--- src/core/edpn_pkg.sv ---
// package: register map, field layout, timing counts for the mmd/energy_detect_power_down register block
package edpn_pkg;

	// ==========================================================
	// register indexes and bus widths
	localparam int          ADDR_W          = 5;
	localparam int          DATA_W          = 16;
	localparam logic [4:0]  IDX_MMD_CTRL    = 5'h0D;
	localparam logic [4:0]  IDX_MMD_ADDAT   = 5'h0E;
	localparam logic [4:0]  IDX_ENERGY_DETECT_POWER_DOWN_CFG    = 5'h10;
	localparam logic [4:0]  IDX_MODE_CTRL   = 5'h11;

	// ==========================================================
	// field positions
	localparam int          FUNC_HI         = 15;
	localparam int          FUNC_LO         = 14;
	localparam int          DEV_HI          = 4;
	localparam int          DEV_LO          = 0;
	localparam int          TXEN_BIT        = 15;
	localparam int          TXIV_HI         = 14;
	localparam int          TXIV_LO         = 13;
	localparam int          SINGLE_BIT      = 12;
	localparam int          RXIV_HI         = 11;
	localparam int          RXIV_LO         = 10;
	localparam int          INDEP_BIT       = 3;
	localparam int          ENERGY_DETECT_POWER_DOWN_EN_BIT     = 13;

	// writable masks; everything else reads zero
	localparam logic [15:0] CTRL_MASK       = 16'hC01F;
	localparam logic [15:0] CFG_MASK        = 16'hFC08;
	localparam logic [15:0] MODE_MASK       = 16'h2000;

	// ==========================================================
	// reset values
	localparam logic [15:0] CTRL_RST        = 16'h0000;
	localparam logic [15:0] ADDAT_RST       = 16'h0000;
	localparam logic [15:0] CFG_RST         = 16'h0000;
	localparam logic [15:0] MODE_RST        = 16'h0000;

	// ==========================================================
	// function and device codes
	typedef enum logic [1:0] {
		EDPN_FN_ADDR  = 2'b00,
		EDPN_FN_DATA  = 2'b01,
		EDPN_FN_RSV2  = 2'b10,
		EDPN_FN_RSV3  = 2'b11
	} edpn_func_t;
	localparam logic [4:0]  DEV_PCS         = 5'h03;
	localparam logic [4:0]  DEV_AN          = 5'h07;

	// ==========================================================
	// timing: one ms tick from the 50 MHz clock
	localparam int          CLK_KHZ         = 50000;
	localparam int          MS_CYCLES       = CLK_KHZ;
	localparam int          MS_W            = 16;
	localparam int          IV_W            = 11;
	localparam logic [10:0] TX_IV_00_MS     = 11'h3E8;
	localparam logic [10:0] TX_IV_01_MS     = 11'h300;
	localparam logic [10:0] TX_IV_10_MS     = 11'h200;
	localparam logic [10:0] TX_IV_11_MS     = 11'h100;
	localparam logic [10:0] RX_IV_00_MS     = 11'h040;
	localparam logic [10:0] RX_IV_01_MS     = 11'h100;
	localparam logic [10:0] RX_IV_10_MS     = 11'h200;
	localparam logic [10:0] RX_IV_11_MS     = 11'h3E8;

	// ==========================================================
	// bus carriers
	typedef struct packed {
		logic [4:0]  addr;
		logic [15:0] wdata;
		logic        wr;
		logic        rd;
	} edpn_req_t;

	typedef struct packed {
		logic        mmd_wr;
		logic        mmd_rd;
		logic [4:0]  dev;
		logic [15:0] addr;
		logic [15:0] wdata;
	} edpn_mmd_t;

endpackage

--- src/core/edpn_regs.sv ---
// per-phy mmd indirect window and energy-detect link pulse control
// ==========================================================
// Summary of operation
// - function 00 address, 01 data, others reserved
// - five-bit device select picks mmd target
// - address mode: data register holds mmd address
// - data mode: access latched address, no increment
// - tx enable sends periodic pulses in power-down
// - pulses need mode enable and power-down state
// - tx interval 1s, 768, 512, 256 ms
// - single-pulse wake or two pulses within spacing
// - rx max spacing 64, 256, 512 ms, 1s
// - independent mode per port, else both down
// - preserved fields survive soft reset
// - mode control bit enables power-down, default 0
`timescale 1ns/10ps
module edpn_regs (
	input  wire logic                 mclk,
	input  wire logic                 rstn,
	input  wire logic                 phy_soft_reset,
	input  wire edpn_pkg::edpn_req_t  req,
	output logic [15:0]               rdata,
	input  wire logic                 phy_in_power_down,
	input  wire logic                 peer_port_power_down,
	input  wire logic                 rx_link_pulse,
	input  wire logic [15:0]          mmd_rdata,
	output edpn_pkg::edpn_mmd_t       mmd,
	output logic                      energy_detect_powerdown_enable,
	output logic                      tx_link_pulse,
	output logic                      wake
);
	// ==========================================================
	// state
	typedef struct packed {
		logic [15:0]         ctrl;
		logic [15:0]         addat;
		logic [15:0]         cfg;
		logic [15:0]         mode;
		logic [15:0]         rdata;
		edpn_pkg::edpn_mmd_t mmd;
		logic [2:0]          sync_pd;
		logic [2:0]          sync_peer;
		logic [2:0]          sync_rx;
		logic                pulse_seen;
		logic                tx_pulse;
		logic                wake;
	} edpn_st_t;

	edpn_st_t    st_reg;
	edpn_st_t    st_next;
	logic        ms_tick;
	logic        tx_start;
	logic        tx_expire;
	logic        tx_running;
	logic        rx_start;
	logic        rx_stop;
	logic        rx_running;
	logic        rx_expire;
	logic        tx_allowed;
	logic        rx_edge;
	logic [10:0] tx_limit;
	logic [10:0] rx_limit;
	edpn_pkg::edpn_func_t func;

	edpn_ms_tick u_tick (
		.mclk (mclk),
		.rstn (rstn),
		.tick (ms_tick)
	);

	edpn_ms_timer u_tx_tmr (
		.mclk     (mclk),
		.rstn     (rstn),
		.ms_tick  (ms_tick),
		.start    (tx_start),
		.stop     (!tx_allowed),
		.limit_ms (tx_limit),
		.running  (tx_running),
		.expire   (tx_expire)
	);

	edpn_ms_timer u_rx_tmr (
		.mclk     (mclk),
		.rstn     (rstn),
		.ms_tick  (ms_tick),
		.start    (rx_start),
		.stop     (rx_stop),
		.limit_ms (rx_limit),
		.running  (rx_running),
		.expire   (rx_expire)
	);

	// ==========================================================
	// decode of configuration fields
	always_comb begin
		func = edpn_pkg::edpn_func_t'(st_reg.ctrl[edpn_pkg::FUNC_HI:edpn_pkg::FUNC_LO]);
		case (st_reg.cfg[edpn_pkg::TXIV_HI:edpn_pkg::TXIV_LO])
			2'b00:   tx_limit = edpn_pkg::TX_IV_00_MS;
			2'b01:   tx_limit = edpn_pkg::TX_IV_01_MS;
			2'b10:   tx_limit = edpn_pkg::TX_IV_10_MS;
			2'b11:   tx_limit = edpn_pkg::TX_IV_11_MS;
			default: tx_limit = edpn_pkg::TX_IV_00_MS;
		endcase
		case (st_reg.cfg[edpn_pkg::RXIV_HI:edpn_pkg::RXIV_LO])
			2'b00:   rx_limit = edpn_pkg::RX_IV_00_MS;
			2'b01:   rx_limit = edpn_pkg::RX_IV_01_MS;
			2'b10:   rx_limit = edpn_pkg::RX_IV_10_MS;
			2'b11:   rx_limit = edpn_pkg::RX_IV_11_MS;
			default: rx_limit = edpn_pkg::RX_IV_00_MS;
		endcase
	end

	// pulses only with mode bit, real power-down, and peer rule
	assign tx_allowed = st_reg.cfg[edpn_pkg::TXEN_BIT]
		&& st_reg.mode[edpn_pkg::ENERGY_DETECT_POWER_DOWN_EN_BIT] && st_reg.sync_pd[2]
		&& (st_reg.cfg[edpn_pkg::INDEP_BIT] || st_reg.sync_peer[2]);
	// timer is started again as soon as it stops running, so pulses stay periodic
	assign tx_start   = tx_allowed && !tx_running;
	assign rx_edge    = st_reg.sync_rx[1] && !st_reg.sync_rx[2];
	assign rx_start   = rx_edge && !st_reg.pulse_seen;
	assign rx_stop    = !st_reg.sync_pd[2] || (rx_edge && st_reg.pulse_seen);

	// ==========================================================
	// next state
	always_comb begin
		st_next           = st_reg;
		st_next.mmd.mmd_wr = 1'b0;
		st_next.mmd.mmd_rd = 1'b0;
		st_next.tx_pulse  = tx_allowed && tx_expire;
		st_next.wake      = 1'b0;
		st_next.sync_pd   = {st_reg.sync_pd[1:0], phy_in_power_down};
		st_next.sync_peer = {st_reg.sync_peer[1:0], peer_port_power_down};
		st_next.sync_rx   = {st_reg.sync_rx[1:0], rx_link_pulse};

		// wake detection only in power-down with the mode enabled
		if (!st_reg.sync_pd[2] || !st_reg.mode[edpn_pkg::ENERGY_DETECT_POWER_DOWN_EN_BIT]) begin
			st_next.pulse_seen = 1'b0;
		end else if (rx_edge) begin
			if (st_reg.cfg[edpn_pkg::SINGLE_BIT] || st_reg.pulse_seen) begin
				st_next.wake       = 1'b1;
				st_next.pulse_seen = 1'b0;
			end else begin
				st_next.pulse_seen = 1'b1;
			end
		end else if (rx_expire) begin
			st_next.pulse_seen = 1'b0;
		end

		// soft reset leaves the preserved configuration alone
		if (phy_soft_reset) begin
			st_next.ctrl  = edpn_pkg::CTRL_RST;
			st_next.addat = edpn_pkg::ADDAT_RST;
			st_next.mode  = edpn_pkg::MODE_RST;
		end else if (req.wr) begin
			case (req.addr)
				edpn_pkg::IDX_MMD_CTRL:
					st_next.ctrl = req.wdata & edpn_pkg::CTRL_MASK;
				edpn_pkg::IDX_MMD_ADDAT: begin
					if (func == edpn_pkg::EDPN_FN_ADDR) begin
						st_next.addat    = req.wdata;
						st_next.mmd.addr = req.wdata;
					end else if (func == edpn_pkg::EDPN_FN_DATA) begin
						st_next.addat      = req.wdata;
						st_next.mmd.wdata  = req.wdata;
						st_next.mmd.mmd_wr = 1'b1;
					end
				end
				edpn_pkg::IDX_ENERGY_DETECT_POWER_DOWN_CFG:
					st_next.cfg = req.wdata & edpn_pkg::CFG_MASK;
				edpn_pkg::IDX_MODE_CTRL:
					st_next.mode = req.wdata & edpn_pkg::MODE_MASK;
				default: ;
			endcase
		end
		st_next.mmd.dev = st_next.ctrl[edpn_pkg::DEV_HI:edpn_pkg::DEV_LO];

		// reads answer in the next cycle; unmapped reads give zero
		st_next.rdata = 16'h0000;
		if (req.rd) begin
			case (req.addr)
				edpn_pkg::IDX_MMD_CTRL:  st_next.rdata = st_reg.ctrl;
				edpn_pkg::IDX_MMD_ADDAT: begin
					if (func == edpn_pkg::EDPN_FN_DATA) begin
						st_next.rdata      = mmd_rdata;
						st_next.mmd.mmd_rd = 1'b1;
					end else begin
						st_next.rdata = st_reg.addat;
					end
				end
				edpn_pkg::IDX_ENERGY_DETECT_POWER_DOWN_CFG:  st_next.rdata = st_reg.cfg;
				edpn_pkg::IDX_MODE_CTRL: st_next.rdata = st_reg.mode;
				default:                 st_next.rdata = 16'h0000;
			endcase
		end
	end

	always_ff @(posedge mclk or negedge rstn) begin
		if (!rstn) begin
			st_reg       <= '0;
			st_reg.ctrl  <= edpn_pkg::CTRL_RST;
			st_reg.addat <= edpn_pkg::ADDAT_RST;
			st_reg.cfg   <= edpn_pkg::CFG_RST;
			st_reg.mode  <= edpn_pkg::MODE_RST;
		end else begin
			st_reg <= st_next;
		end
	end

	assign rdata                          = st_reg.rdata;
	assign mmd                            = st_reg.mmd;
	assign energy_detect_powerdown_enable = st_reg.mode[edpn_pkg::ENERGY_DETECT_POWER_DOWN_EN_BIT];
	assign tx_link_pulse                  = st_reg.tx_pulse;
	assign wake                           = st_reg.wake;
endmodule

--- src/core/edpn_ms_tick.sv ---
// one-millisecond enable pulse divider
`timescale 1ns/10ps
module edpn_ms_tick (
	input  wire logic mclk,
	input  wire logic rstn,
	output logic      tick
);
	typedef struct packed {
		logic [15:0] cnt;
		logic        tick;
	} edpn_tick_st_t;

	edpn_tick_st_t st_reg;
	edpn_tick_st_t st_next;

	always_comb begin
		st_next      = st_reg;
		st_next.tick = 1'b0;
		if (st_reg.cnt == 16'(edpn_pkg::MS_CYCLES - 1)) begin
			st_next.cnt  = 16'h0000;
			st_next.tick = 1'b1;
		end else begin
			st_next.cnt = st_reg.cnt + 16'h0001;
		end
	end

	always_ff @(posedge mclk or negedge rstn) begin
		if (!rstn) begin
			st_reg <= '0;
		end else begin
			st_reg <= st_next;
		end
	end

	assign tick = st_reg.tick;
endmodule

--- src/core/edpn_ms_timer.sv ---
// millisecond interval timer: restart, expiry pulse, running flag
`timescale 1ns/10ps
module edpn_ms_timer (
	input  wire logic        mclk,
	input  wire logic        rstn,
	input  wire logic        ms_tick,
	input  wire logic        start,
	input  wire logic        stop,
	input  wire logic [10:0] limit_ms,
	output logic             running,
	output logic             expire
);
	typedef struct packed {
		logic [10:0] cnt;
		logic        run;
		logic        exp;
	} edpn_tmr_st_t;

	edpn_tmr_st_t st_reg;
	edpn_tmr_st_t st_next;

	always_comb begin
		st_next     = st_reg;
		st_next.exp = 1'b0;
		if (stop) begin
			st_next.run = 1'b0;
			st_next.cnt = 11'h000;
		end else if (start) begin
			st_next.run = 1'b1;
			st_next.cnt = 11'h000;
		end else if (st_reg.run && ms_tick) begin
			if (st_reg.cnt + 11'h001 >= limit_ms) begin
				st_next.run = 1'b0;
				st_next.exp = 1'b1;
				st_next.cnt = 11'h000;
			end else begin
				st_next.cnt = st_reg.cnt + 11'h001;
			end
		end
	end

	always_ff @(posedge mclk or negedge rstn) begin
		if (!rstn) begin
			st_reg <= '0;
		end else begin
			st_reg <= st_next;
		end
	end

	assign running = st_reg.run;
	assign expire  = st_reg.exp;
endmodule

--- config.mk ---
export PLATFORM = sky130hd
export DESIGN_NAME = edpn_regs
export DESIGN_NICKNAME = d
export VERILOG_FILES = /design/src/core/edpn_pkg.sv /design/src/core/edpn_regs.sv /design/src/core/edpn_ms_tick.sv /design/src/core/edpn_ms_timer.sv
export SDC_FILE = /design/constraint.sdc
export NUM_CORES = 1
export LEC_CHECK = 0
export BUFFER_PORTS_ARGS = -buffer_cell sky130_fd_sc_hd__buf_2
export CAP_MARGIN = 20
export CORE_AREA = 10 10 125 127
export DETAILED_ROUTE_END_ITERATION = 8
export DIE_AREA = 0 0 135 137
export GPL_TIMING_DRIVEN = 0
export PLACE_DENSITY_LB_ADDON = 0.2
export SETUP_SLACK_MARGIN = 0.1
export SLEW_MARGIN = 20
export SYNTH_ARGS = -nofsm -noshare
export SYNTH_HDL_FRONTEND = slang
export SYNTH_SLANG_ARGS = --single-unit
--- constraint.sdc ---
create_clock -name mclk -period 2.8 [get_ports mclk]
set_input_delay 0.28 -clock mclk [delete_from_list [all_inputs] [get_ports mclk]]
set_output_delay 0.28 -clock mclk [all_outputs]
set_load 0.1 [all_outputs]
# After elaboration in Yosys (flattened, before gate mapping)

Cells that the tools add are included.

Input bits: 45
Output and inout bits: 58
Word-level logic and storage cells: 127
Flip-flop bits (word level): 160

Add/sub/neg operators: 3
Reductions and logical operators: 38
Order comparisons: 2
Muxes and demuxes: 44
Equality and inequality tests: 14
Bitwise operators: 2

Operator list:

| cell                                                                    | count |
|---|---|
| 16-bit 2-to-1 mux                                                       | 10 |
| 11-bit case mux with 4 select lines                                     | 2 |
| 64-bit 2-to-1 mux                                                       | 1 |
| 16-bit case mux with 4 select lines                                     | 1 |
| 12-bit 2-to-1 mux                                                       | 4 |
| 32-bit 2-to-1 mux                                                       | 1 |
| 13-bit 2-to-1 mux                                                       | 2 |
| 11-bit by 1-bit adder with 11-bit output, second input constant         | 2 |
| 11-bit greater-or-equal comparator                                      | 2 |
| 11-bit 2-to-1 mux                                                       | 2 |
| 1-bit 2-to-1 mux                                                        | 19 |
| 16-bit by 1-bit adder with 16-bit output, second input constant         | 1 |
| 16-bit == test, second input constant                                   | 1 |
| 3-bit nonzero test                                                      | 4 |
| 5-bit by 4-bit == test with 1-bit output, second input constant         | 2 |
| 5-bit == test, second input constant                                    | 2 |
| 1-bit logical AND                                                       | 10 |
| 2-bit == test, second input constant                                    | 4 |
| 2-bit AND reduction                                                     | 4 |
| 2-bit nonzero test                                                      | 4 |
| 2-bit by 1-bit == test with 1-bit output, second input constant         | 3 |
| 2-bit logical NOT                                                       | 3 |
| 3-bit by 2-bit inequality test with 1-bit output, second input constant | 2 |
| 3-bit AND reduction                                                     | 2 |
| other kinds (6)                                                         | 15 |

# Logic depth before layout (Yosys ltp)

Gate-level depths: netlist of run 1.

Depth in word-level cells: 7
Mapped depth: 12
Depth with buffers taken out: 11

# By module

Synthesis of run 1 repeated with hierarchy kept, for this count alone.

Cells, all modules: 661
Area, all modules: 7156.9 um^2

By module, submodules not included:

| module        | cells an instance | area an instance (um^2) | instances | seq. area each (um^2) |
|---|---|---|---|---|
| edpn_regs     | 377               | 4295.4                  | 1         | 2327.2 |
| edpn_ms_timer | 108               | 1037.2                  | 2         | 325.3 |
| edpn_ms_tick  | 68                | 787.0                   | 1         | 425.4 |

# Worst setup path after synthesis of run 1

Ideal clock, no wire load.

Path kind: register to register
From: reg u_rx_tmr.st_reg[2] (netlist name)
To: reg u_rx_tmr.st_reg[4] (netlist name)
Cell stages (with the launch flop): 13
Data arrival time: 2635 ps
Setup time: 83 ps
Period minus slack after synthesis: 2717 ps
Required time: 2717 ps
Setup slack: 83 ps
Buffers on the path: 1
Path through: dfrtp_1 -> ha_1 -> nand3_1 -> or2_2 -> nor2_1 -> xor2_1 -> ha_1 -> nand4_1 -> a211oi_1 -> a2111oi_2 -> buf_2 -> a31oi_1 -> o22ai_1

Cells in the longest elaborated chain, start to end: 6

Ends and longest elaborated chain:

| element                                    | line                                     | source |
|---|---|---|
| start, declared                            | edpn_ms_timer.sv:19                      | `edpn_tmr_st_t st_reg;` |
| start signal, assigned                     | edpn_ms_timer.sv:46                      | `st_reg <= st_next;` |
| 11-bit by 1-bit adder with 11-bit output * | edpn_ms_timer.sv:32, edpn_ms_timer.sv:37 |  |
| 11-bit greater-or-equal comparator         | edpn_ms_timer.sv:32                      | `if (st_reg.cnt + 11'h001 >= limit_ms) begin` |
| 11-bit 2-to-1 mux *                        | edpn_ms_timer.sv:32                      |  |
| 13-bit 2-to-1 mux *                        | edpn_ms_timer.sv:31                      | `end else if (st_reg.run && ms_tick) begin` |
| 12-bit 2-to-1 mux *                        | edpn_ms_timer.sv:28                      | `end else if (start) begin` |
| 12-bit 2-to-1 mux *                        | edpn_ms_timer.sv:25                      | `if (stop) begin` |

Mark *: on every way between the ends. The rest lies on a longest branch, timed or not. The select of a mux whose other input is x is not followed.
A chain may end at the register's enable or synchronous reset.

# Final worst setup path of run 1

Ends and elaborated chain as after synthesis.

==> results of run 1 <==
-- Yosys cell counts (2+ instances only) --
library cell  count  area share (%)
and3_1            7            0.66
or3_1             2            0.19
xnor2_1           7            0.93
dfrtp_1         136              51
a221oi_1          2            0.26
nor4_1            5            0.47
and2_1            8            0.76
buf_4            56             6.3
mux2i_1           5            0.76
buf_2             2            0.15
buf_6             3            0.51
nor4b_1           2            0.26
mux2_4            9             2.0
or2_2             5            0.47
inv_1            13            0.74
a21oi_1          32             2.4
a31oi_1           4            0.38
a32o_1            7             1.1
a211oi_1          2            0.23
nand3_1          26             2.0
o211ai_1          3            0.34
xor2_1           16             2.1
o31a_1            2            0.26
nand2_1          77             4.4
nand2b_1          3            0.28
ha_1             19             3.6
nor3b_1           6            0.68
a22o_1           15             2.0
clkbuf_1         14            0.79
o2111ai_1         4            0.53
and4_1            2            0.26
nor2b_1           9            0.85
o21ai_0          14             1.1
mux2_2           28             4.8
nor2_1           37             2.1
o22ai_1           2            0.19
nand4_1           6            0.57
nor3_1            8            0.60
-- per-layer routing --
metal | share of wire [%] | vias to the layer above | global-route usage [%]
met1 | 42 | 2461 | 20.77
met2 | 50 | 135 | 28.76
li1 | - | 2401 | -
met3 | 6.2 | 34 | 5.095
met5 | 0 | - | 0
met4 | 1.9 | 0 | 6.938
-- worst reg2reg max path: stages (launching register included) --
cell	delay (ns)
dfrtp_1	0.43
ha_4	0.18
nand3_4	0.09
or2_4	0.26
nor2_4	0.13
xor2_2	0.17
ha_1	0.27
nand4_1	0.10
a211oi_2	0.05
a2111oi_2	0.37
buf_4	0.19
buf_6	0.12
a31oi_1	0.07
o22ai_1	0.16
-- cell families after synthesis --
logic type	count (synthesis)	share of synthesized area, %
AOI/OAI and AO/OA	96	10.08
xor gates and xnor gates	23	3.040
and+or+nand+nor	210	15.84
adders and majority gates	19	3.588
buffers and inverters	88	8.535
DFF	136	51.36
muxes	42	7.553
-- layout make-up --
type	count	area (um2)	area share, %
inverter	13	48.80	0.5801
sequential	136	3410	40.53
timing repair buffer	130	760.7	9.044
clock inverter	14	185.2	2.201
buffer	75	523.0	6.217
clock buffer	18	439.2	5.221
multi-input combinational	390	2825	33.59
tap	176	220.2	2.618
-- through the flow --
step | area [um2] | std cells | util (%)
2_1_floorplan | 6629 | 614 | -
3_3_place_gp | 7355 | 891 | 56.21
3_5_place_dp | 7392 | 892 | 56.49
4_1_cts | 8242 | 943 | 62.99
5_1_grt | 8412 | 952 | 64.29
6_report | 8412 | 952 | 64.29
-- what timing repair did --
action                     4_1_cts  5_1_grt
cloned                           1        0
hold buffers                     4        0
resized for setup               19       22
setup endpoints to repair       24       23
setup buffers                   14        9
pin swaps                        7       20
hold endpoints to repair        55        0
-- power by group through the flow --
stage	combinational (mW)	sequential [mW]	clock [mW]
2_1_floorplan	0.447	2.09	0
3_3_place_gp	0.591	2.09	0
6_report	0.623	2.06	2.35
5_1_grt	0.666	2.07	2.48
3_5_place_dp	0.609	2.10	0
4_1_cts	0.622	2.06	2.39
-- worst max-delay path by stage --
stage	cells after the start	slack [ns]	to
2_1_floorplan	12	0.11	u_rx_tmr.st_reg[4]$_DFFE_PN0P_
3_3_place_gp	1	-0.34	mmd[17]$_DFFE_PN0P_
3_5_place_dp	10	-0.30	u_tx_tmr.st_reg[9]$_DFFE_PN0P_
4_1_cts	13	0.12	u_rx_tmr.st_reg[7]$_DFFE_PN0P_
5_1_grt	13	-0.02	u_rx_tmr.st_reg[4]$_DFFE_PN0P_
6_report	13	0.13	u_rx_tmr.st_reg[4]$_DFFE_PN0P_
==> results.sh, run 1 <==
export IMPL_r2r_cells=13
export IMPL_worstPathArrival_ns=3.01
export IMPL_critical_path_required_ns=3.14
export IMPL_maxSlewViolCount=0
export IMPL_synth_seq_area_share_pct=51.36
export IMPL_die_area_um2=18500
export IMPL_crit_fanout=5
export IMPL_pwr_share_clk_pct=46.7
export IMPL_rows=42
export IMPL_grt_max_degree=85
export IMPL_synth_seq_cells=136
export IMPL_largest_reg_flops=34
export IMPL_cp_num_buf_inv=2
export IMPL_initialDrtViolationCount=209
export IMPL_criticalPathCategory="flop to flop"
export IMPL_r2r_end="u_rx_tmr.st_reg[4]$_DFFE_PN0P_"
export IMPL_ant_nets=0
export IMPL_clock_path_buffers=2
export IMPL_end_kind="flop"
export IMPL_final_nets=827
export IMPL_overflow=0
export IMPL_fin_ws_ns=0.1275
export IMPL_synth_area_um2=6626
export IMPL_clk_latency_ns=0.42
export IMPL_drive_gt1_share_pct=38.14
export IMPL_synth_cell_type_count=54
export IMPL_synth_warnings=0
export IMPL_fin_crit_sh_pct=95.44
export IMPL_min_from="mmd_rdata[7]"
export IMPL_comb_power_share_pct=12.4
export IMPL_die_x_um=135
export IMPL_fmax_mhz=374.2
export IMPL_clkSinkCount=136
export IMPL_grt_pass1_vias=5194
export IMPL_critPathTopFamily="compound AO/OA/AOI/OAI gates"
export IMPL_path_cells="ha_4, nand3_4, or2_4, nor2_4, xor2_2, ha_1, nand4_1, a211oi_2, a2111oi_2, buf_4, buf_6, a31oi_1, o22ai_1"
export IMPL_final_cell_mix="131 x dfrtp_1, 102 x buf_2, 79 x buf_4"
export IMPL_rrSetupSlack_ns=0.13
export IMPL_skew_ns=0.007134
export IMPL_hold_path_class="primary input to flop"
export IMPL_synth_edf_count=0
export IMPL_powerDensity_nw_per_um2=598.6
export IMPL_setup_worst_path_start_class="flop"
export IMPL_detailed_place_hpwl_mm=11.17
export IMPL_switching_share_pct=27.44
export IMPL_cpMaxStageDelayCell="dfrtp_1"
export IMPL_gp_congestion=0.8652
export IMPL_pre_cts_ws_ns=-0.2969
export IMPL_vdd_drop_max_uv=426.4
export IMPL_whs_path_depth=3
export IMPL_syn_avg_cell_area_um2=10.79
export IMPL_hold_ws_ns=0.09470
export IMPL_n_fill_cell=1051
export IMPL_async_reset_ff_share_pct=100.0
export IMPL_hold_end="rdata[7]$_DFF_PN0_"
export IMPL_layout_commonest_cell="dfrtp_1"
export IMPL_setup_tns_ns=0
export IMPL_cts_tree="done"
export IMPL_cts_root_buffer="clkbuf_16"
export IMPL_p_sw_mw=1.382
export IMPL_power_internal_mw=3.654
export IMPL_numCtsBuffers=17
export IMPL_num_vias=5031
export IMPL_io_buffers=101
export IMPL_grt_pass1_wl_mm=25.81
export IMPL_wire_per_inst_um=16.95
export IMPL_clkSlewWorstSetupHoldPaths_ns=0.06
export IMPL_drcViolationCount=0
export IMPL_dr_pass1_iters=5
export IMPL_p_total_mw=5.035
export IMPL_worst_slew_pin_slew_ns=0.9062
export IMPL_r2r_start="u_rx_tmr.st_reg[2]$_DFFE_PN0P_"
export IMPL_drt_total_wl_mm=16.14
export IMPL_relSlewSlack_pct=39.07
export IMPL_crit_path_start="u_rx_tmr.st_reg[2]$_DFFE_PN0P_"
export IMPL_slowest_delay_ns=0.43
export IMPL_hold_violations=0
export IMPL_antenna_found_initial=0
export IMPL_pin_count=103
export IMPL_grtUsageTotal_pct=17.33
export IMPL_seq_power_share_pct=41.0
export IMPL_num_antenna_cells=0
export IMPL_syn2layout_area_growth_pct=26.94
export IMPL_setup_viol=0
export IMPL_initial_core_util_pct=50.64
export IMPL_core_area_um2=13090
export IMPL_finalCriticalPeriod_ns=2.672
export IMPL_status="completed"
export IMPL_viasPerCell=5.285
export IMPL_syn_instance_count=614
export IMPL_syn_num_nets=678
export IMPL_die_h_um=137
export IMPL_maxCapViolations=0
export IMPL_ys_flop_type="dfrtp_1"
export IMPL_grt_setup_unrepaired="true"
export IMPL_leakage_nw=4.163
export IMPL_cts_htree_levels=4
No activity file was read; power rests on OpenSTA's default activity.
==> run 2, diff against run 1 <==
ABC_AREA = 1   (was not set)
CTS_BUF_LIST = sky130_fd_sc_hd__clkbuf_8   (was not set)
==> results.sh, run 2 <==
export IMPL_status="completed"
export IMPL_seq_power_share_pct=49.6
export IMPL_antenna_found_initial=0
export IMPL_grt_setup_unrepaired="false"
export IMPL_numCtsBuffers=17
export IMPL_yosysTopAreaCellShare_pct=49.35
export IMPL_yosys_top_cells_area="dfrtp_1 49%, nand2_1 10%, buf_4 6.3%, inv_1 4.5%, o21ai_1 4.0%"
export IMPL_grt_max_degree=73
export IMPL_crit_fanout=10
export IMPL_n_fill_cell=1150
export IMPL_critPathTopFamily="simple AND/OR/NAND/NOR gates"
export IMPL_synth_warnings=0
export IMPL_hold_path_class="primary input to flop"
export IMPL_p_total_mw=4.150
export IMPL_placed_cells=1073
export IMPL_worst_slew_pin_slew_ns=0.6910
export IMPL_synth_seq_cells=136
export IMPL_end_kind="flop"
export IMPL_path_cells="ha_2, nand3_1, nor3_2, xor2_2, ha_1, a21o_1, a21oi_1, nand2_1, nor2_2, buf_6, nand4_1, nand2_1"
export IMPL_setup_worst_path_start_class="flop"
export IMPL_cts_tree="done"
export IMPL_clock_path_buffers=2
export IMPL_fin_cells=1109
export IMPL_viasPerCell=4.903
export IMPL_switching_share_pct=29.09
export IMPL_multi_input_area_um2=2634
export IMPL_wire_per_inst_um=14.21
export IMPL_initial_core_util_pct=52.71
export IMPL_cpMaxStageDelayCell="dfrtp_2"
export IMPL_grt_pass1_wl_mm=26.16
export IMPL_grt_pass1_vias=5275
export IMPL_largest_reg_flops=34
export IMPL_rows=42
export IMPL_ant_nets=0
export IMPL_die_x_um=135
export IMPL_leakage_nw=4.319
export IMPL_final_area_um2=8087
export IMPL_die_h_um=137
export IMPL_gp_congestion=0.8970
export IMPL_setup_viol=0
export IMPL_io_buffers=102
export IMPL_cts_root_buffer="clkbuf_8"
export IMPL_regArea_um2=3405
export IMPL_syn2layout_area_growth_pct=17.25
export IMPL_pin_count=103
export IMPL_async_reset_ff_share_pct=100.0
export IMPL_syn_num_nets=858
export IMPL_p_sw_mw=1.207
export IMPL_synth_top_cell_by_area="dfrtp_1"
export IMPL_final_cell_mix="190 x nand2_1, 135 x dfrtp_1, 113 x buf_2"
export IMPL_synth_cell_type_count=45
export IMPL_hold_violations=0
export IMPL_cts_htree_levels=4
export IMPL_synth_seq_area_share_pct=49.35
export IMPL_drt_total_wl_mm=15.76
export IMPL_num_antenna_cells=0
export IMPL_synth_common_cells="190 x nand2_1, 136 x dfrtp_1, 82 x inv_1"
export IMPL_cp_num_buf_inv=1
export IMPL_yosysMostFrequentCell="nand2_1"
export IMPL_power_internal_mw=2.943
export IMPL_postCtsSetupRepairBufs=0
export IMPL_final_nets=984
export IMPL_maxSlewViolCount=0
export IMPL_fmax_mhz=409.7
export IMPL_drcViolationCount=0
export IMPL_skew_ns=0.01084
export IMPL_clkSlewWorstSetupHoldPaths_ns=0.07
export IMPL_synth_edf_count=0
export IMPL_cp_common_cell="nand2_1"
export IMPL_criticalPathCategory="flop to flop"
export IMPL_grtUsageTotal_pct=17.74
export IMPL_relSlewSlack_pct=53.76
export IMPL_comb_power_share_pct=13.9
export IMPL_place_area_um2=7665
export IMPL_clkSinkCount=136
export IMPL_maxCapViolations=0
export IMPL_worstPathArrival_ns=2.82
export IMPL_die_area_um2=18500
export IMPL_num_vias=5437
export IMPL_vdd_drop_max_uv=536.4
export IMPL_detailed_place_hpwl_mm=11.84
export IMPL_synth_area_um2=6897
export IMPL_pwr_share_clk_pct=36.6
export IMPL_layout_commonest_cell="nand2_1"
export IMPL_initialDrtViolationCount=359
export IMPL_powerDensity_nw_per_um2=513.2
export IMPL_syn_instance_count=794
export IMPL_slowest_delay_ns=0.44
export IMPL_clk_latency_ns=0.45
export IMPL_ys_flop_type="dfrtp_1"
export IMPL_syn_avg_cell_area_um2=8.686
export IMPL_core_area_um2=13090
export IMPL_fin_crit_sh_pct=87.17
export IMPL_dr_pass1_iters=5
export IMPL_finalCriticalPeriod_ns=2.441
export IMPL_drive_gt1_share_pct=26.47
export IMPL_overflow=0
export IMPL_critical_path_required_ns=3.18
[run 2: cell count changes after synthesis, sizes merged, moves of 9 or more]
cell / delta
nand3: +24
buf: +12
nand2: +118
clkbuf: -14
nor2b: -9
nor2: +11
mux2: -30
o21ai: +60
inv: +77
a22o: -15
nand4: +13
[run 2: logic make-up (layout without fill, tap and decap cells)]
kind of cell	after synthesis	count (layout)	share of synthesized area, %
DFF	136	136	49.35
xor gates and xnor gates	17	17	2.268
muxes	7	7	1.143
AOI/OAI and AO/OA	114	114	9.216
adders and majority gates	19	19	3.447
and+or+nand+nor	334	334	22.01
buffers and inverters	167	306	12.57
[run 2: what timing repair did]
item / 4_1_cts / 5_1_grt
setup endpoints to repair: 0 / 12
gates resized for setup: 0 / 3
hold endpoints to repair: 67 / 0
hold buffers: 4 / 0
[run 2: final timing paths]
kind,from,end,slack [ns],cells past startpoint
hold reg to reg,st_next[8]$_DFF_PN0_,st_reg[8]$_DFF_PN0_,0.35,0
hold / removal,req[0],rdata[13]$_DFF_PN0_,0.07,3
setup / recovery,u_rx_tmr.st_reg[2]$_DFFE_PN0P_,u_rx_tmr.st_reg[6]$_DFFE_PN0P_,0.36,12
min in group asynchronous,rstn,rdata[2]$_DFF_PN0_,0.36,2
setup reg to reg,u_rx_tmr.st_reg[2]$_DFFE_PN0P_,u_rx_tmr.st_reg[6]$_DFFE_PN0P_,0.36,12
max in group asynchronous,rstn,u_tick.st_reg[10]$_DFF_PN0_,1.72,3
[run 2: through the flow]
step / TNS (ns) / utilization (%) / hold WS, ns / setup slack (ns)
final: 0 / 61.80 / 0.06761 / 0.3592
after global routing: 0 / 61.80 / 0.05804 / 0.1453
after CTS: 0 / 61.73 / 0.03360 / 0.1542
after detailed placement: 0 / 58.58 / 0.2599 / 0.1816
after global placement: -55.03 / 58.29 / 0.3362 / -0.4167
after floorplan: 0 / - / -0.01559 / 0.5138
[run 2: final cells by class]
class | count | area share (%)
Tap cell | 176 | 2.723
Clock inverter | 15 | 1.717
Clock buffer | 17 | 2.893
Buffer | 73 | 6.359
Inverter | 94 | 4.363
Timing Repair Buffer | 107 | 7.272
Sequential cell | 136 | 42.10
Multi-Input combinational cell | 491 | 32.57
[run 2: metal layers]
| metal | GRT usage (%) | wire [um] | share of wire, % |
|---|---|---|---|
| met5 | 0 | 0 | 0 |
| met4 | 6.340 | 244 | 1.5 |
| met3 | 4.619 | 930 | 5.9 |
| met2 | 26.85 | 6970 | 44 |
| met1 | 24.08 | 7612 | 48 |
[run 2: power by group through the flow]
stage	combinational, mW	clock, mW	sequential (mW)
2_1_floorplan	0.422	0	2.08
3_3_place_gp	0.563	0	2.09
3_5_place_dp	0.576	0	2.09
4_1_cts	0.582	1.55	2.06
5_1_grt	0.622	1.64	2.06
6_report	0.576	1.52	2.06
[run 2: worst reg2reg max path: stages (launching register included)]
cell	delay, ns
dfrtp_2	0.44
ha_2	0.27
nand3_1	0.14
nor3_2	0.19
xor2_2	0.19
ha_1	0.27
a21o_1	0.18
a21oi_1	0.15
nand2_1	0.08
nor2_2	0.14
buf_6	0.16
nand4_1	0.10
nand2_1	0.07
==> run 3, diff against run 2 <==
ABC_AREA = not set   (was 1)
CORE_AREA = 10 10 123 125   (was 10 10 125 127)
DIE_AREA = 0 0 133 135   (was 0 0 135 137)
==> results.sh, run 3 (synthesized netlist as in run 1, its figures left out) <==
export IMPL_clkSinkCount=136
export IMPL_maxCapViolations=0
export IMPL_power_internal_mw=3.116
export IMPL_grt_util_met1_pct=22.02
export IMPL_grtUsageTotal_pct=17.59
export IMPL_num_antenna_cells=0
export IMPL_clk_latency_ns=0.45
export IMPL_grt_max_degree=78
export IMPL_worst_slew_pin_slew_ns=0.9265
export IMPL_num_vias=5029
export IMPL_die_area_um2=17960
export IMPL_critical_path_required_ns=3.16
export IMPL_relSlewSlack_pct=37.71
export IMPL_hold_ws_ns=0.06195
export IMPL_skew_ns=0.01177
export IMPL_seq_power_share_pct=47.1
export IMPL_setup_viol=0
export IMPL_core_area_um2=12570
export IMPL_initial_core_util_pct=52.72
export IMPL_fin_cells=944
export IMPL_layout_commonest_cell="dfrtp_1"
export IMPL_largest_reg_flops=34
export IMPL_viasPerCell=5.327
export IMPL_syn2layout_area_growth_pct=23.79
export IMPL_grt_busiest_layer="met2"
export IMPL_hold_violations=0
export IMPL_powerDensity_nw_per_um2=533.3
export IMPL_pin_count=103
export IMPL_finalCriticalPeriod_ns=2.683
export IMPL_cts_htree_levels=4
export IMPL_pwr_share_clk_pct=38.7
export IMPL_drcViolationCount=0
export IMPL_criticalPathCategory="flop to flop"
export IMPL_initialDrtViolationCount=262
export IMPL_end_kind="flop"
export IMPL_vdd_drop_max_uv=427.4
export IMPL_crit_fanout=5
export IMPL_switching_share_pct=28.77
export IMPL_fin_crit_sh_pct=95.82
export IMPL_use_met2_pct=28.53
export IMPL_fmax_mhz=372.7
export IMPL_grt_pass1_vias=5232
export IMPL_wire_per_inst_um=16.83
export IMPL_detailed_place_hpwl_mm=11.30
export IMPL_clkSlewWorstSetupHoldPaths_ns=0.08
export IMPL_hold_path_class="primary input to flop"
export IMPL_clock_path_buffers=2
export IMPL_final_nets=823
export IMPL_ant_nets=0
export IMPL_p_sw_mw=1.258
export IMPL_overflow=0
export IMPL_leakage_nw=4.069
export IMPL_use_met3_pct=4.711
export IMPL_cts_tree="done"
export IMPL_final_cell_mix="129 x dfrtp_1, 102 x buf_2, 76 x nand2_1"
export IMPL_place_area_um2=7387
export IMPL_final_area_um2=8203
export IMPL_comb_power_share_pct=14.2
export IMPL_drive_gt1_share_pct=38.21
export IMPL_dr_pass1_iters=4
export IMPL_rows=41
export IMPL_maxSlewViolCount=0
export IMPL_io_buffers=101
export IMPL_setup_worst_path_start_class="flop"
export IMPL_status="completed"
export IMPL_drt_total_wl_mm=15.88
export IMPL_grt_setup_unrepaired="true"
export IMPL_numCtsBuffers=17
export IMPL_antenna_found_initial=0
export IMPL_cts_root_buffer="clkbuf_8"
export IMPL_die_x_um=133
export IMPL_n_fill_cell=1011
export IMPL_grt_pass1_wl_mm=25.74
export IMPL_placed_cells=888
export IMPL_gp_congestion=0.8723
export IMPL_die_h_um=135
export IMPL_worstPathArrival_ns=3.04
run 3: cell types whose count changed in the layout (fill, tap and decap cells not counted), moves of 15 or more:
cell     delta
buf_4      +15
o21ai_1    -51
a22o_1     +15
nand3_1    -28
mux2_2     +27
nand2_1   -114
inv_1      -71
run 3: critical path, stage by stage, from the launching register on:
cell	delay, ns
dfrtp_1	0.43
ha_4	0.17
nand3_4	0.08
or2_4	0.26
nor2_4	0.10
xor2_2	0.17
ha_1	0.27
nand4_1	0.12
a211oi_2	0.06
a2111oi_2	0.37
buf_4	0.20
buf_6	0.11
nand4_1	0.11
o211ai_1	0.13
run 3: final timing paths:
path / startpoint / to / slack [ns] / depth (start not counted)
worst min-delay path: mmd_rdata[6] / rdata[6]$_DFF_PN0_ / 0.06 / 3
max in group asynchronous: rstn / u_tx_tmr.st_reg[9]$_DFFE_PN0P_ / 1.74 / 3
worst max-delay path: u_rx_tmr.st_reg[3]$_DFFE_PN0P_ / u_rx_tmr.st_reg[8]$_DFFE_PN0P_ / 0.12 / 13
worst max register to register: u_rx_tmr.st_reg[3]$_DFFE_PN0P_ / u_rx_tmr.st_reg[8]$_DFFE_PN0P_ / 0.12 / 13
min in group asynchronous: rstn / u_rx_tmr.st_reg[2]$_DFFE_PN0P_ / 0.34 / 2
worst min register to register: st_next[11]$_DFF_PN0_ / st_reg[11]$_DFF_PN0_ / 0.36 / 0
run 3: repair_timing:
item,4_1_cts,5_1_grt
hold buffers,4,0
gates cloned,1,0
gates resized for setup,21,30
endpoints found under the hold margin,62,0
pin swaps,6,15
buffers inserted,10,9
endpoints found under the setup margin,24,24
run 3: cell type report:
cell class / instances / area, um2 / share of cell area [%]
flip-flops and latches: 136 / 3412 / 41.60
plain buffers: 75 / 523.0 / 6.376
repair buffers: 126 / 738.2 / 8.999
clock buffers: 18 / 247.7 / 3.020
multi-input cells: 390 / 2845 / 34.69
well taps: 172 / 215.2 / 2.624
clock inverters: 14 / 172.7 / 2.105
inverters: 13 / 48.80 / 0.5949
run 3: routing by layer:
layer	wire, um	up-vias
met1	7157	2457
met4	267	0
met2	7618	153
li1	-	2396
met5	0	-
met3	839	23
run 3: through the flow:
stage	power, mW	util [%]	TNS, ns	worst slack, ns
6_report	4.374	65.27	0	0.1170
3_5_place_dp	2.711	58.78	-5.681	-0.3530
5_1_grt	4.556	65.27	-0.006531	-0.004529
4_1_cts	4.421	63.71	0	0.09309
3_3_place_gp	2.685	58.48	-55.40	-0.3897
2_1_floorplan	2.532	-	0	0.1080
run 3: power groups by stage:
| stage | Clock, mW | Sequential (mW) | Combinational [mW] |
|---|---|---|---|
| final | 1.69 | 2.06 | 0.623 |
| after global routing | 1.82 | 2.07 | 0.671 |
| after CTS | 1.74 | 2.06 | 0.626 |
| after detailed placement | 0 | 2.10 | 0.613 |
| after global placement | 0 | 2.09 | 0.592 |
| after floorplan | 0 | 2.09 | 0.447 |
